File: src/hw/aer_regs_consts.svh
// Offsets, field positions and reset values of the error reporting registers
`ifndef AER_REGS_CONSTS_SVH
`define AER_REGS_CONSTS_SVH
`define AER_OFF_COR_STS 12'h110
`define AER_OFF_COR_MSK 12'h114
`define AER_OFF_CAP_CTL 12'h118
`define AER_OFF_HDR0 12'h11C
`define AER_OFF_HDR1 12'h120
`define AER_OFF_HDR2 12'h124
`define AER_OFF_HDR3 12'h128
`define AER_OFF_SEC_STS 12'h12C
`define AER_COR_BIT_RXERR 0
`define AER_COR_BIT_BADTLP 6
`define AER_COR_BIT_BADLNK 7
`define AER_COR_BIT_ROLL 8
`define AER_COR_BIT_TMOUT 12
`define AER_COR_IMPL 32'h0000_11C1
`define AER_SEC_IMPL 32'h0000_1E8C
`define AER_CTL_BIT_CHKEN 8
`define AER_CTL_BIT_CHKCAP 7
`define AER_CTL_BIT_GENEN 6
`define AER_CTL_BIT_GENCAP 5
`define AER_CAP_CTL_RST 32'h0000_00A0
`define AER_ZERO_RST 32'h0000_0000
`define AER_PTR_RST 5'h00
`endif

File: src/hw/aer_regs_pkg.sv
// Types shared by the error reporting register bank
package aer_regs_pkg;
  // Correctable events from the link and physical layer
  typedef struct packed {
    logic retransmitTimerExpired;
    logic retransmitCountWrap;
    logic linkPacketSymbolErr;
    logic transactionPacketSymbolErr;
    logic anySymbolErr;
  } aer_cor_evt_s;
  // Events seen on the secondary PCI bus
  typedef struct packed {
    logic pciSystemErrSeen;
    logic pciParityErrSeen;
    logic discardTimerExpired;
    logic upstreamAddrParityErr;
    logic upstreamDataParityErr;
    logic masterAbortRcvd;
    logic targetAbortRcvd;
  } aer_sec_evt_s;
  // Config access from the link side
  typedef struct packed {
    logic rd;
    logic wr;
    logic [11:0] addr;
    logic [31:0] wdata;
  } aer_cfg_req_s;
  // Header capture for an uncorrectable error
  typedef struct packed {
    logic valid;
    logic [4:0] statusBit;
    logic [127:0] header;
  } aer_hdr_cap_s;
endpackage

File: src/hw/aer_regs.sv
// Error reporting register bank: correctable, header log and PCI side status
`timescale 1ns/100ps
`include "aer_regs_consts.svh"

// Function
// - Retransmit timer expiry sets correctable bit 12
// - Retransmit count wrap sets correctable bit 8
// - Symbol error in link packet sets 7
// - Symbol error in transaction packet sets 6
// - Any symbol error sets correctable bit 0
// - Status bits clear only on written one
// - Masked condition sets nothing, logs nothing
// - Mask bits 12,8,7,6,0 read-write, reset zero
// - Control bit 8 enables CRC checking
// - Control bit 6 enables CRC generation
// - Bits 7 and 5 read one always
// - First error pointer loads first position
// - Latest error header into four words
// - Earliest header byte in low byte
// - Secondary system error sets bit 12
// - Secondary parity error sets bit 11
// - Discard timer expiry sets bit 10
// - Upstream address parity error sets 9
// - Upstream data parity error sets 7
// - Master abort bit 3, target abort 2
// - Reserved bits read zero, ignore writes
// - All fields reset on any reset source
module aer_regs
  import aer_regs_pkg::*;
(
  input wire logic sys_clk,
  input wire logic nrst,
  input wire logic globalResetPin,
  input wire logic fundamentalReset,
  input wire aer_cfg_req_s cfgReq,
  output logic [31:0] cfgRdata,
  output logic cfgRdValid,
  input wire aer_cor_evt_s corEvt,
  input wire aer_sec_evt_s secEvt,
  input wire aer_hdr_cap_s hdrCap,
  output logic corErrMsg,
  output logic e2eCrcCheckEnable,
  output logic e2eCrcGenerateEnable
);

  // ----------------------------------------------------------------
  // Reset sources
  // ----------------------------------------------------------------
  // Pin levels come from outside; two stages before use
  logic [1:0] grstSync_r;
  logic [1:0] frstSync_r;
  always_ff @(posedge sys_clk or negedge nrst) begin
    if (!nrst) begin
      grstSync_r <= 2'h0;
      frstSync_r <= 2'h0;
    end else begin
      grstSync_r <= {grstSync_r[0], globalResetPin};
      frstSync_r <= {frstSync_r[0], fundamentalReset};
    end
  end
  logic softRst;
  assign softRst = grstSync_r[1] | frstSync_r[1];

  // ----------------------------------------------------------------
  // Register storage
  // ----------------------------------------------------------------
  logic [31:0] corSts_r;
  logic [31:0] corMsk_r;
  logic [31:0] secSts_r;
  logic chkEn_r;
  logic genEn_r;
  logic [4:0] firstErr_r;
  logic ptrLoaded_r;
  logic [31:0] hdrLog_r [4];

  logic wrCorSts;
  logic wrCorMsk;
  logic wrCapCtl;
  logic wrSecSts;
  assign wrCorSts = cfgReq.wr && (cfgReq.addr == `AER_OFF_COR_STS);
  assign wrCorMsk = cfgReq.wr && (cfgReq.addr == `AER_OFF_COR_MSK);
  assign wrCapCtl = cfgReq.wr && (cfgReq.addr == `AER_OFF_CAP_CTL);
  assign wrSecSts = cfgReq.wr && (cfgReq.addr == `AER_OFF_SEC_STS);

  // ----------------------------------------------------------------
  // Correctable status
  // ----------------------------------------------------------------
  logic [31:0] corRaw;
  logic [31:0] corSet;
  always_comb begin
    corRaw = `AER_ZERO_RST;
    corRaw[`AER_COR_BIT_TMOUT] = corEvt.retransmitTimerExpired;
    corRaw[`AER_COR_BIT_ROLL] = corEvt.retransmitCountWrap;
    corRaw[`AER_COR_BIT_BADLNK] = corEvt.linkPacketSymbolErr;
    corRaw[`AER_COR_BIT_BADTLP] = corEvt.transactionPacketSymbolErr;
    corRaw[`AER_COR_BIT_RXERR] = corEvt.anySymbolErr;
  end
  assign corSet = corRaw & ~corMsk_r & `AER_COR_IMPL;

  // Set beats clear in the same cycle so no event is lost
  logic [31:0] corClr;
  assign corClr = wrCorSts ? cfgReq.wdata : `AER_ZERO_RST;
  always_ff @(posedge sys_clk or negedge nrst) begin
    if (!nrst) begin
      corSts_r <= `AER_ZERO_RST;
    end else if (softRst) begin
      corSts_r <= `AER_ZERO_RST;
    end else begin
      corSts_r <= ((corSts_r & ~corClr) | corSet) & `AER_COR_IMPL;
    end
  end

  // Message for each cycle with an unmasked condition, whether or not its status bit is already set
  always_ff @(posedge sys_clk or negedge nrst) begin
    if (!nrst) begin
      corErrMsg <= 1'b0;
    end else begin
      corErrMsg <= !softRst && (|corSet);
    end
  end

  // ----------------------------------------------------------------
  // Correctable mask
  // ----------------------------------------------------------------
  always_ff @(posedge sys_clk or negedge nrst) begin
    if (!nrst) begin
      corMsk_r <= `AER_ZERO_RST;
    end else if (softRst) begin
      corMsk_r <= `AER_ZERO_RST;
    end else if (wrCorMsk) begin
      corMsk_r <= cfgReq.wdata & `AER_COR_IMPL;
    end
  end

  // ----------------------------------------------------------------
  // Capabilities and control
  // ----------------------------------------------------------------
  always_ff @(posedge sys_clk or negedge nrst) begin
    if (!nrst) begin
      chkEn_r <= 1'b0;
      genEn_r <= 1'b0;
    end else if (softRst) begin
      chkEn_r <= 1'b0;
      genEn_r <= 1'b0;
    end else if (wrCapCtl) begin
      chkEn_r <= cfgReq.wdata[`AER_CTL_BIT_CHKEN];
      genEn_r <= cfgReq.wdata[`AER_CTL_BIT_GENEN];
    end
  end

  // Enables go out registered so the datapath sees a clean level
  always_ff @(posedge sys_clk or negedge nrst) begin
    if (!nrst) begin
      e2eCrcCheckEnable <= 1'b0;
      e2eCrcGenerateEnable <= 1'b0;
    end else begin
      e2eCrcCheckEnable <= chkEn_r && !softRst;
      e2eCrcGenerateEnable <= genEn_r && !softRst;
    end
  end

  // First pointer holds until reset; later errors do not move it
  always_ff @(posedge sys_clk or negedge nrst) begin
    if (!nrst) begin
      firstErr_r <= `AER_PTR_RST;
      ptrLoaded_r <= 1'b0;
    end else if (softRst) begin
      firstErr_r <= `AER_PTR_RST;
      ptrLoaded_r <= 1'b0;
    end else if (hdrCap.valid && !ptrLoaded_r) begin
      firstErr_r <= hdrCap.statusBit;
      ptrLoaded_r <= 1'b1;
    end
  end

  // ----------------------------------------------------------------
  // Header log
  // ----------------------------------------------------------------
  // Header arrives byte 0 first in header[127:120]; swap into low lanes
  always_ff @(posedge sys_clk or negedge nrst) begin
    if (!nrst) begin
      for (int i = 0; i < 4; i++) begin
        hdrLog_r[i] <= `AER_ZERO_RST;
      end
    end else if (softRst) begin
      for (int i = 0; i < 4; i++) begin
        hdrLog_r[i] <= `AER_ZERO_RST;
      end
    end else if (hdrCap.valid) begin
      for (int i = 0; i < 4; i++) begin
        hdrLog_r[i] <= {hdrCap.header[96-32*i +: 8], hdrCap.header[104-32*i +: 8],
                        hdrCap.header[112-32*i +: 8], hdrCap.header[120-32*i +: 8]};
      end
    end
  end

  // ----------------------------------------------------------------
  // Secondary bus status
  // ----------------------------------------------------------------
  logic [31:0] secSet;
  always_comb begin
    secSet = `AER_ZERO_RST;
    secSet[12] = secEvt.pciSystemErrSeen;
    secSet[11] = secEvt.pciParityErrSeen;
    secSet[10] = secEvt.discardTimerExpired;
    secSet[9] = secEvt.upstreamAddrParityErr;
    secSet[7] = secEvt.upstreamDataParityErr;
    secSet[3] = secEvt.masterAbortRcvd;
    secSet[2] = secEvt.targetAbortRcvd;
  end

  logic [31:0] secClr;
  assign secClr = wrSecSts ? cfgReq.wdata : `AER_ZERO_RST;
  always_ff @(posedge sys_clk or negedge nrst) begin
    if (!nrst) begin
      secSts_r <= `AER_ZERO_RST;
    end else if (softRst) begin
      secSts_r <= `AER_ZERO_RST;
    end else begin
      secSts_r <= ((secSts_r & ~secClr) | secSet) & `AER_SEC_IMPL;
    end
  end

  // ----------------------------------------------------------------
  // Read path
  // ----------------------------------------------------------------
  logic [31:0] capCtlVal;
  always_comb begin
    capCtlVal = `AER_ZERO_RST;
    capCtlVal[`AER_CTL_BIT_CHKEN] = chkEn_r;
    capCtlVal[`AER_CTL_BIT_CHKCAP] = 1'b1;
    capCtlVal[`AER_CTL_BIT_GENEN] = genEn_r;
    capCtlVal[`AER_CTL_BIT_GENCAP] = 1'b1;
    capCtlVal[4:0] = firstErr_r;
  end

  logic [31:0] rdMux;
  always_comb begin
    unique case (cfgReq.addr)
      `AER_OFF_COR_STS: rdMux = corSts_r;
      `AER_OFF_COR_MSK: rdMux = corMsk_r;
      `AER_OFF_CAP_CTL: rdMux = capCtlVal;
      `AER_OFF_HDR0: rdMux = hdrLog_r[0];
      `AER_OFF_HDR1: rdMux = hdrLog_r[1];
      `AER_OFF_HDR2: rdMux = hdrLog_r[2];
      `AER_OFF_HDR3: rdMux = hdrLog_r[3];
      `AER_OFF_SEC_STS: rdMux = secSts_r;
      default: rdMux = `AER_ZERO_RST;
    endcase
  end

  always_ff @(posedge sys_clk or negedge nrst) begin
    if (!nrst) begin
      cfgRdata <= `AER_ZERO_RST;
      cfgRdValid <= 1'b0;
    end else begin
      cfgRdata <= cfgReq.rd ? rdMux : `AER_ZERO_RST;
      cfgRdValid <= cfgReq.rd;
    end
  end

  // ----------------------------------------------------------------
  // Checks
  // ----------------------------------------------------------------
  a_tmout_sets: assert property (@(posedge sys_clk) disable iff (!nrst)
    corEvt.retransmitTimerExpired && !corMsk_r[12] && !softRst |=> corSts_r[12])
    else $error("timer expiry did not set status");
  a_roll_sets: assert property (@(posedge sys_clk) disable iff (!nrst)
    corEvt.retransmitCountWrap && !corMsk_r[8] && !softRst |=> corSts_r[8])
    else $error("count wrap did not set status");
  a_masked_quiet: assert property (@(posedge sys_clk) disable iff (!nrst)
    corEvt == 5'h01 && corMsk_r[0] && !corSts_r[0] |=> !corSts_r[0] && !corErrMsg)
    else $error("masked error was reported");
  a_w1c_hold: assert property (@(posedge sys_clk) disable iff (!nrst)
    corSts_r[6] && !softRst && !(wrCorSts && cfgReq.wdata[6]) |=> corSts_r[6])
    else $error("status cleared without a one");
  a_rsv_zero: assert property (@(posedge sys_clk) disable iff (!nrst)
    (corSts_r[31:13] == 19'h0) && (secSts_r[8] == 1'b0) && (corMsk_r[5:1] == 5'h00))
    else $error("reserved bit nonzero");
  a_cap_ones: assert property (@(posedge sys_clk) disable iff (!nrst)
    cfgReq.rd && cfgReq.addr == `AER_OFF_CAP_CTL |=> cfgRdata[7] && cfgRdata[5])
    else $error("capability bits not one");
  a_ptr_sticky: assert property (@(posedge sys_clk) disable iff (!nrst)
    ptrLoaded_r && !softRst |=> $stable(firstErr_r))
    else $error("first error pointer moved");
  a_serr_sets: assert property (@(posedge sys_clk) disable iff (!nrst)
    secEvt.pciSystemErrSeen && !softRst |=> secSts_r[12])
    else $error("system error not logged");
  a_chk_follow: assert property (@(posedge sys_clk) disable iff (!nrst)
    wrCapCtl && !softRst ##1 !softRst |=> e2eCrcCheckEnable == $past(cfgReq.wdata[8], 2))
    else $error("check enable did not follow write");
  a_soft_rst: assert property (@(posedge sys_clk) disable iff (!nrst)
    softRst |=> corMsk_r == 32'h0 && secSts_r == 32'h0 && hdrLog_r[0] == 32'h0)
    else $error("fields survived reset");
  a_lnk_sets: assert property (@(posedge sys_clk) disable iff (!nrst)
    corEvt.linkPacketSymbolErr && !corMsk_r[7] && !softRst |=> corSts_r[7])
    else $error("link packet symbol error not logged");
  a_tlp_sets: assert property (@(posedge sys_clk) disable iff (!nrst)
    corEvt.transactionPacketSymbolErr && !corMsk_r[6] && !softRst |=> corSts_r[6])
    else $error("transaction packet symbol error not logged");
  a_rxerr_sets: assert property (@(posedge sys_clk) disable iff (!nrst)
    corEvt.anySymbolErr && !corMsk_r[0] && !softRst |=> corSts_r[0])
    else $error("symbol error not logged");
  a_msk_write: assert property (@(posedge sys_clk) disable iff (!nrst)
    wrCorMsk && !softRst |=> corMsk_r == ($past(cfgReq.wdata) & `AER_COR_IMPL))
    else $error("mask write not held");
  a_gen_follow: assert property (@(posedge sys_clk) disable iff (!nrst)
    wrCapCtl && !softRst ##1 !softRst |=> e2eCrcGenerateEnable == $past(cfgReq.wdata[6], 2))
    else $error("generate enable did not follow write");
  a_ptr_ro: assert property (@(posedge sys_clk) disable iff (!nrst)
    wrCapCtl && !hdrCap.valid && !softRst |=> firstErr_r == $past(firstErr_r))
    else $error("first error pointer took a write");
  a_hdr_first: assert property (@(posedge sys_clk) disable iff (!nrst)
    hdrCap.valid && !softRst |=> hdrLog_r[0][7:0] == $past(hdrCap.header[127:120]))
    else $error("earliest header byte misplaced");
  a_hdr_last: assert property (@(posedge sys_clk) disable iff (!nrst)
    hdrCap.valid && !softRst |=> hdrLog_r[3][31:24] == $past(hdrCap.header[7:0]))
    else $error("last header byte misplaced");
  a_perr_sets: assert property (@(posedge sys_clk) disable iff (!nrst)
    secEvt.pciParityErrSeen && !softRst |=> secSts_r[11])
    else $error("parity error not logged");
  a_discard_sets: assert property (@(posedge sys_clk) disable iff (!nrst)
    secEvt.discardTimerExpired && !softRst |=> secSts_r[10])
    else $error("discard expiry not logged");
  a_addr_par: assert property (@(posedge sys_clk) disable iff (!nrst)
    secEvt.upstreamAddrParityErr && !softRst |=> secSts_r[9])
    else $error("address parity error not logged");
  a_data_par: assert property (@(posedge sys_clk) disable iff (!nrst)
    secEvt.upstreamDataParityErr && !softRst |=> secSts_r[7])
    else $error("data parity error not logged");
  a_mabort_sets: assert property (@(posedge sys_clk) disable iff (!nrst)
    secEvt.masterAbortRcvd && !softRst |=> secSts_r[3])
    else $error("master abort not logged");
  a_tabort_sets: assert property (@(posedge sys_clk) disable iff (!nrst)
    secEvt.targetAbortRcvd && !softRst |=> secSts_r[2])
    else $error("target abort not logged");
  a_sec_w1c: assert property (@(posedge sys_clk) disable iff (!nrst)
    secSts_r[12] && !softRst && !(wrSecSts && cfgReq.wdata[12]) |=> secSts_r[12])
    else $error("secondary status cleared without a one");
  a_unmap_zero: assert property (@(posedge sys_clk) disable iff (!nrst)
    cfgReq.rd && (cfgReq.addr < `AER_OFF_COR_STS || cfgReq.addr > `AER_OFF_SEC_STS)
    |=> cfgRdata == 32'h0000_0000)
    else $error("unmapped read not zero");
  a_cap_rsv: assert property (@(posedge sys_clk) disable iff (!nrst)
    cfgReq.rd && cfgReq.addr == `AER_OFF_CAP_CTL |=> cfgRdata[31:9] == 23'h000000)
    else $error("control reserved bits nonzero");
endmodule

File: config.mk
export PLATFORM = sky130hd
export DESIGN_NAME = aer_regs
export DESIGN_NICKNAME = d
export VERILOG_FILES = /design/src/hw/aer_regs_pkg.sv /design/src/hw/aer_regs.sv
export VERILOG_INCLUDE_DIRS = /design/src /design/src/hw
export SDC_FILE = /design/constraint.sdc
export NUM_CORES = 1
export LEC_CHECK = 0
export BUFFER_PORTS_ARGS = -buffer_cell sky130_fd_sc_hd__buf_2
export CAP_MARGIN = 5
export CORE_ASPECT_RATIO = 0.75
export CORE_MARGIN = 4
export CORE_UTILIZATION = 55
export CTS_BUF_LIST = sky130_fd_sc_hd__clkbuf_4
export DETAILED_ROUTE_END_ITERATION = 6
export PLACE_DENSITY = 0.83
export SKIP_LAST_GASP = 1
export SLEW_MARGIN = 30
export SYNTH_ARGS = -nofsm -noshare
export SYNTH_HDL_FRONTEND = slang
export SYNTH_SLANG_ARGS = --single-unit
File: constraint.sdc
create_clock -name sys_clk -period 2 [get_ports sys_clk]
set_clock_uncertainty 0.05 [all_clocks]
set_input_delay 0.1 -clock sys_clk [delete_from_list [all_inputs] [get_ports sys_clk]]
set_output_delay 0.1 -clock sys_clk [all_outputs]
set_load 0.1 [all_outputs]
==> reports/summary.txt, run 1 <==
Die Span Y - 117.1 um
Via/cell ratio - 5.864
GRT Residual Overflow - 0
Gp weighted congestion - 0.9014
Avg WL per Cell - 22.09 um
Htree depth - 4
Worst endpoint required time - 2490 ps
Final Hold Fails - 0
Mux share of post-synthesis cell area - 0.1950
Ys flop type - dfrtp_1
Post-synth cell types - 50
Initial antenna violation count - 3
Final HPWL DP - 16420 um
Final worst slack - -38.78 ps
Final period demand of the worst path - 2039 ps
Hold slack - 62.31 ps
TritonCTS clock tree - built
Post-DRT Antenna Nets - 0
Hold Crit Class - in -> reg
Number of cells produced by synthesis - 774
Yosys warns - 0
Status - complete, but fails checks
Register area share after synthesis - 0.5538
Worst skew pair latency - 590 ps
Worst-path clk slew - 160 ps
Total placed instance area - 10160 sq um
FP Rows - 39
Post-synth EDFFs - 0
Area occupied by multi-input gates - 3633 sq um
Post-layout util - 0.8124
FF+latch count, synth - 193
Syn_area_per_cell - 11.27 sq um
FF-to-FF Start - frstSync_r[1]
Worst setup path start - cfgReq[37]
Initial core utilization - 0.5674
Max-cap violations - 0
DR vias - 8162
IO Port Bufs - 209
Clock Tree Buf Depth - 2
Cts bufs inserted - 17
Synth top area share - 0.5538
Commonest cells in the netlist - dfrtp_1 (193), nor2_1 (166), mux2i_1 (162)
Fin crit share - 1.019
Crit path top cell by count - dlygate4sd3_1
Combinational family with the most area after synthesis - multiplexers
Crit path launch type - primary input
Worst-margin pin slew - 668.3 ps
Ports - 232
Failing checks - negative setup slack
Slew Limit Fails - 0
Compound-cell area share of the yosys netlist - 0.09383
Total track usage - 0.3428
Critical path endpoint category - register
Area delta synth->final - 43.19%
Cell with the most instances after synthesis - dfrtp_1
CTS Sinks - 193
Cell Chain, Critical Path - buf_2, nor4b_2, buf_4, and4_2, nand3_1, dlygate4sd3_1, a21oi_1, dlygate4sd3_1
Largest net degree at the start of global routing - 71
Overall power - 7.821 mW
Synthesized-area fraction occupied by adder cells - 0
Slowest cell delay on critical path - 580 ps
Simple logic cell fraction of the synthesized area - 0.1238
Critical path class - in -> reg
Residual DRC - 0
Largest area contributor in the synthesized netlist - dfrtp_1
Final Setup Violations - 1
Register area - 4830 sq um
First-pass GRT wire length - 47410 um
Mapped cell area - 8721 sq um
Drt total wl - 30740 um
WP data arrival - 2530 ps
Vias in the first global route - 8533
Root Driver - clkbuf_4
First drt pass iteration count - 6
Pwr/cell area - 626.3 nW/um^2
DIE WIDTH - 153.4 um
Leak - 6.185 nW
CP max-delay cell - dlygate4sd3_1
Max_slew headroom - 0.5535
Die Footprint - 17960 sq um
Drt first-iter violations - 845
Top post-synthesis cells by area - dfrtp_1 (55%), mux2i_1 (19%), nor2_1 (7.1%)
Fmax - 0.4905 GHz
Core box area - 15370 sq um
Design Area, Final - 12490 sq um
Share of cells above drive strength 1 - 0.2508
Share of synthesized registers carrying an async set or reset - 1.000
Filler instances - 812
Hold path start - cfgReq[39]
Post-synthesis xor/xnor area fraction - 0
Final net count - 1367
Worst vdd ir - 0.3961 mV
Worst-path maximum fanout - 6
Syn Nets - 970
-- metrics by stage --
stage / instances / worst slack, ps / TNS (ps)
floorplan: 774 / 446.4 / 0
global placement: 1162 / 241.5 / 0
detailed placement: 1162 / 214.4 / 0
CTS: 1386 / 43.04 / 0
global route: 1391 / -20.17 / -20.17
finish: 1392 / -38.78 / -38.78
-- cell families after synthesis --
family,count (synthesis)
buf+inv,67
mux,166
compound gates,115
flops,193
simple gates,233
-- layout make-up --
cell class | count | share of cell area
diodes | 3 | 0.0006012
clock buffers | 17 | 0.01022
clock inverters | 15 | 0.01794
inverters | 9 | 0.002705
multi-input cells | 514 | 0.2910
flip-flops and latches | 193 | 0.3868
well taps | 205 | 0.02054
repair buffers | 436 | 0.2702
-- layout by cell type, fill, tap and decap left out, types with 2 or more instances in the layout --
cell             n
bufinv_16        5
a22oi_1         27
clkinv_2         2
a21o_1           3
inv_1            9
mux2i_1        162
clkbuf_4        17
buf_4           24
o2bb2ai_1       20
nand2_1         16
dlygate4sd3_1  192
diode_2          3
nor2_1         166
or4b_4           2
buf_12          10
buf_2          207
a21oi_1         15
a32oi_1          2
nand2b_1         7
mux4_2           3
nor3_2           2
a211oi_1         2
dfrtp_1        193
buf_6            2
nor2b_1          7
nand4_1          2
a22o_1           7
and3_1           3
o21ai_0         17
inv_6            5
nor4b_2          2
a31oi_1         15
nand3_1          9
-- timing repair --
item,CTS,global route
setup buffers,0,3
endpoints found under the hold margin,359,0
setup endpoints to repair,0,18
resized for setup,0,4
hold buffers,192,0
-- per-layer routing --
| metal | share of wire | vias up | routed length (um) | GRT usage |
|---|---|---|---|---|
| met5 | 0.00039 | - | 12 | 0 |
| met4 | 0.040 | 2 | 1222 | 0.1406 |
| met3 | 0.088 | 130 | 2703 | 0.08232 |
| met2 | 0.49 | 542 | 15140 | 0.5836 |
| met1 | 0.38 | 3956 | 11660 | 0.4307 |
| li1 | - | 3532 | - | - |
-- worst max-delay path, delay by kind of cell --
| family | cells | cell delay, ps |
|---|---|---|
| AOI/OAI and AO/OA | 1 | 140 |
| and+or+nand+nor | 3 | 800 |
| buffers and inverters | 4 | 1490 |
-- final timing paths --
path                                       to  slack (ps)  cells past startpoint
worst max register to register      corErrMsg         260                      3
worst min-delay path              cfgRdata[4]          60                      5
max in group asynchronous        hdrLog_r[45]         730                      4
worst max-delay path              corMsk_r[0]         -40                      8
worst min register to register  frstSync_r[1]         320                      0
min in group asynchronous       hdrLog_r[111]         500                      3
-- where the power goes --
group / internal, mW / switching, mW / total [mW] / leakage, nW
Sequential: 4.01 / 0.0673 / 4.07 / 2.64
Combinational: 0.617 / 0.595 / 1.21 / 3.36
Clock: 1.13 / 1.40 / 2.54 / 0.185
-- flip-flops by register name, indices dropped and copies added, names as in the netlist, 2 cells and up --
register	cells
hdrLog_r	128
cfgRdata	32
secSts_r	7
corMsk_r	5
corSts_r	5
firstErr_r	5
frstSync_r	2
grstSync_r	2
(Power assumes the default switching activity.)
==> inputs of run 2 (changes only) <==
--- a/config.mk
+++ b/config.mk
@@ -6,14 +6,16 @@
 export SDC_FILE = /design/constraint.sdc
 export NUM_CORES = 1
 export LEC_CHECK = 0
+export ABC_CLOCK_PERIOD_IN_PS = 2000
 export BUFFER_PORTS_ARGS = -buffer_cell sky130_fd_sc_hd__buf_2
 export CAP_MARGIN = 5
 export CORE_ASPECT_RATIO = 0.75
 export CORE_MARGIN = 4
-export CORE_UTILIZATION = 55
+export CORE_UTILIZATION = 43
 export CTS_BUF_LIST = sky130_fd_sc_hd__clkbuf_4
 export DETAILED_ROUTE_END_ITERATION = 6
-export PLACE_DENSITY = 0.83
+export GPL_TIMING_DRIVEN = 0
+export PLACE_DENSITY = 0.67
 export SKIP_LAST_GASP = 1
 export SLEW_MARGIN = 30
 export SYNTH_ARGS = -nofsm -noshare
==> run 2 against run 1 <==
- the run now ends clean
- non-clock buffer count grew 5
- largest power group unchanged
- via count shrank 7.2%
- sequential share of layout area grew 0.92 points
- clock power shrank 14%
- first-iteration DRC count shrank 23%
- flip-flop and latch count is the same
- design area shrank 2.3%
- total power shrank 5.3%
- sequential power is essentially flat
- critical endpoint is now cfgRdata[28]
- setup slack gained 95 ps
- final cell count grew 3.7%
- critical path depth is the same
==> reports/summary.txt, run 2 (synthesized netlist as in run 1, its figures left out) <==
Vias in the first global route - 7896
Commonest non-fill, non-tap cell in the layout - buf_2
Pwr/cell area - 607.0 nW/um^2
Worst-margin pin slew - 979.7 ps
Avg WL per Cell - 20.11 um
Max reg flops - 128
Final Setup Violations - 0
DIE WIDTH - 172.4 um
Worst skew pair latency - 580 ps
Slew Limit Fails - 0
Critical path class - in -> reg
Core box area - 19650 sq um
Top reg by flops - hdrLog_r
Final HPWL DP - 19690 um
Share of cells above drive strength 1 - 0.2431
Hold slack - 23.68 ps
Via/cell ratio - 5.252
Residual DRC - 0
First drt pass iteration count - 5
Worst vdd ir - 0.3309 mV
Root Driver - clkbuf_4
Fmax - 0.5144 GHz
IO Port Bufs - 205
Die Footprint - 22650 sq um
Max_slew headroom - 0.3469
Final Hold Fails - 0
Ports - 232
Largest net degree at the start of global routing - 79
Highest-count cells in the layout ignoring fill and taps - buf_2 (219), dfrtp_1 (193), dlygate4sd3_1 (172), nor2_1 (165), mux2i_1 (162)
Crit path launch type - primary input
First-pass GRT wire length - 44280 um
DR vias - 7578
Fin crit share - 0.9720
Gp weighted congestion - 0.8642
Drt total wl - 29010 um
Max-cap violations - 0
GRT Residual Overflow - 0
Leak - 6.017 nW
Initial antenna violation count - 1
Initial core utilization - 0.4437
FP Rows - 44
Clock Tree Buf Depth - 2
Area delta synth->final - 39.84%
Status - finished, final reports clean
Worst-path maximum fanout - 10
CTS Sinks - 193
Critical path endpoint category - register
Drt first-iter violations - 654
Total track usage - 0.2551
Hold Crit Class - in -> reg
Overall power - 7.403 mW
TritonCTS clock tree - built
Worst endpoint required time - 2400 ps
Setup TNS - 0 ps
Final net count - 1372
WP data arrival - 2340 ps
Cts bufs inserted - 17
Final period demand of the worst path - 1944 ps
RSZ-0062 raised after global routing - no
Post-DRT Antenna Nets - 0
Worst-path clk slew - 160 ps
Die Span Y - 131.3 um
Htree depth - 4
Biggest registers after layout - hdrLog_r (128), cfgRdata (32), secSts_r (7)
==> run 2: changes by cell type in the layout (fill, tap and decap cells not counted), sizes merged, moves of 3 or more <==
cell	previous run	this run
buf	243	237
bufinv	5	2
clkbuf	18	50
clkinvlp	1	4
dlygate4sd3	192	172
==> run 2: path summary, 6_finish.rpt <==
| kind | start | end | slack [ps] | cells after the start |
|---|---|---|---|---|
| worst max-delay path | cfgReq[39] | cfgRdata[28] | 60 | 8 |
| worst min-delay path | cfgReq[42] | cfgRdata[12] | 20 | 5 |
| worst max register to register | hdrLog_r[44] | cfgRdata[12] | 170 | 4 |
| worst min register to register | frstSync_r[0] | frstSync_r[1] | 310 | 0 |
| max in group asynchronous | nrst | hdrLog_r[66] | 660 | 4 |
| min in group asynchronous | nrst | hdrLog_r[74] | 510 | 3 |
==> run 2: power by group <==
part / internal [mW] / switching, mW
sequential: 4.00 / 0.0596
clock: 0.774 / 1.41
combinational: 0.574 / 0.582
total: 5.35 / 2.05
==> run 2: repair_timing <==
item | in CTS | in global routing
setup buffers | 0 | 4
hold buffers | 172 | 0
setup endpoints to repair | 62 | 8
pin swaps | 0 | 1
endpoints found under the hold margin | 356 | 0
resized for setup | 7 | 3
==> run 2: critical path: stages <==
cell           delay, ps
buf_2                140
dlygate4sd3_1        650
nor4b_4               70
buf_4                170
buf_4                140
o211ai_2             380
clkbuf_1             540
nor2_1               150
==> run 2: layout make-up <==
type                    count  area [sq um]
diodes                      1         2.502
plain buffers              58         269.0
clock buffers              18         135.1
clock inverters            14         156.4
fillers                  1609          7458
inverters                   9         33.78
multi-input cells         514          3610
flip-flops and latches    193          4830
well taps                 253         316.6
repair buffers            383          2843
==> run 2: layer usage <==
metal / part of all wire / vias up / wire (um) / track usage
met4: 0.016 / 0 / 463 / 0.05107
met5: 0 / - / 0 / 0
met2: 0.45 / 290 / 13170 / 0.3926
met3: 0.063 / 39 / 1839 / 0.04685
met1: 0.47 / 3722 / 13540 / 0.3809
li1: - / 3527 / - / -
==> run 2: per-stage QoR <==
step / util / area (sq um) / setup slack (ps) / cells
after floorplan: - / 8721 / 446.4 / 774
after global placement: 0.5120 / 10060 / -2485 / 1232
after detailed placement: 0.5158 / 10140 / -194.7 / 1234
after CTS: 0.6187 / 12160 / 2.305 / 1438
after global routing: 0.6205 / 12200 / 22.17 / 1443
final: 0.6205 / 12200 / 56.07 / 1443
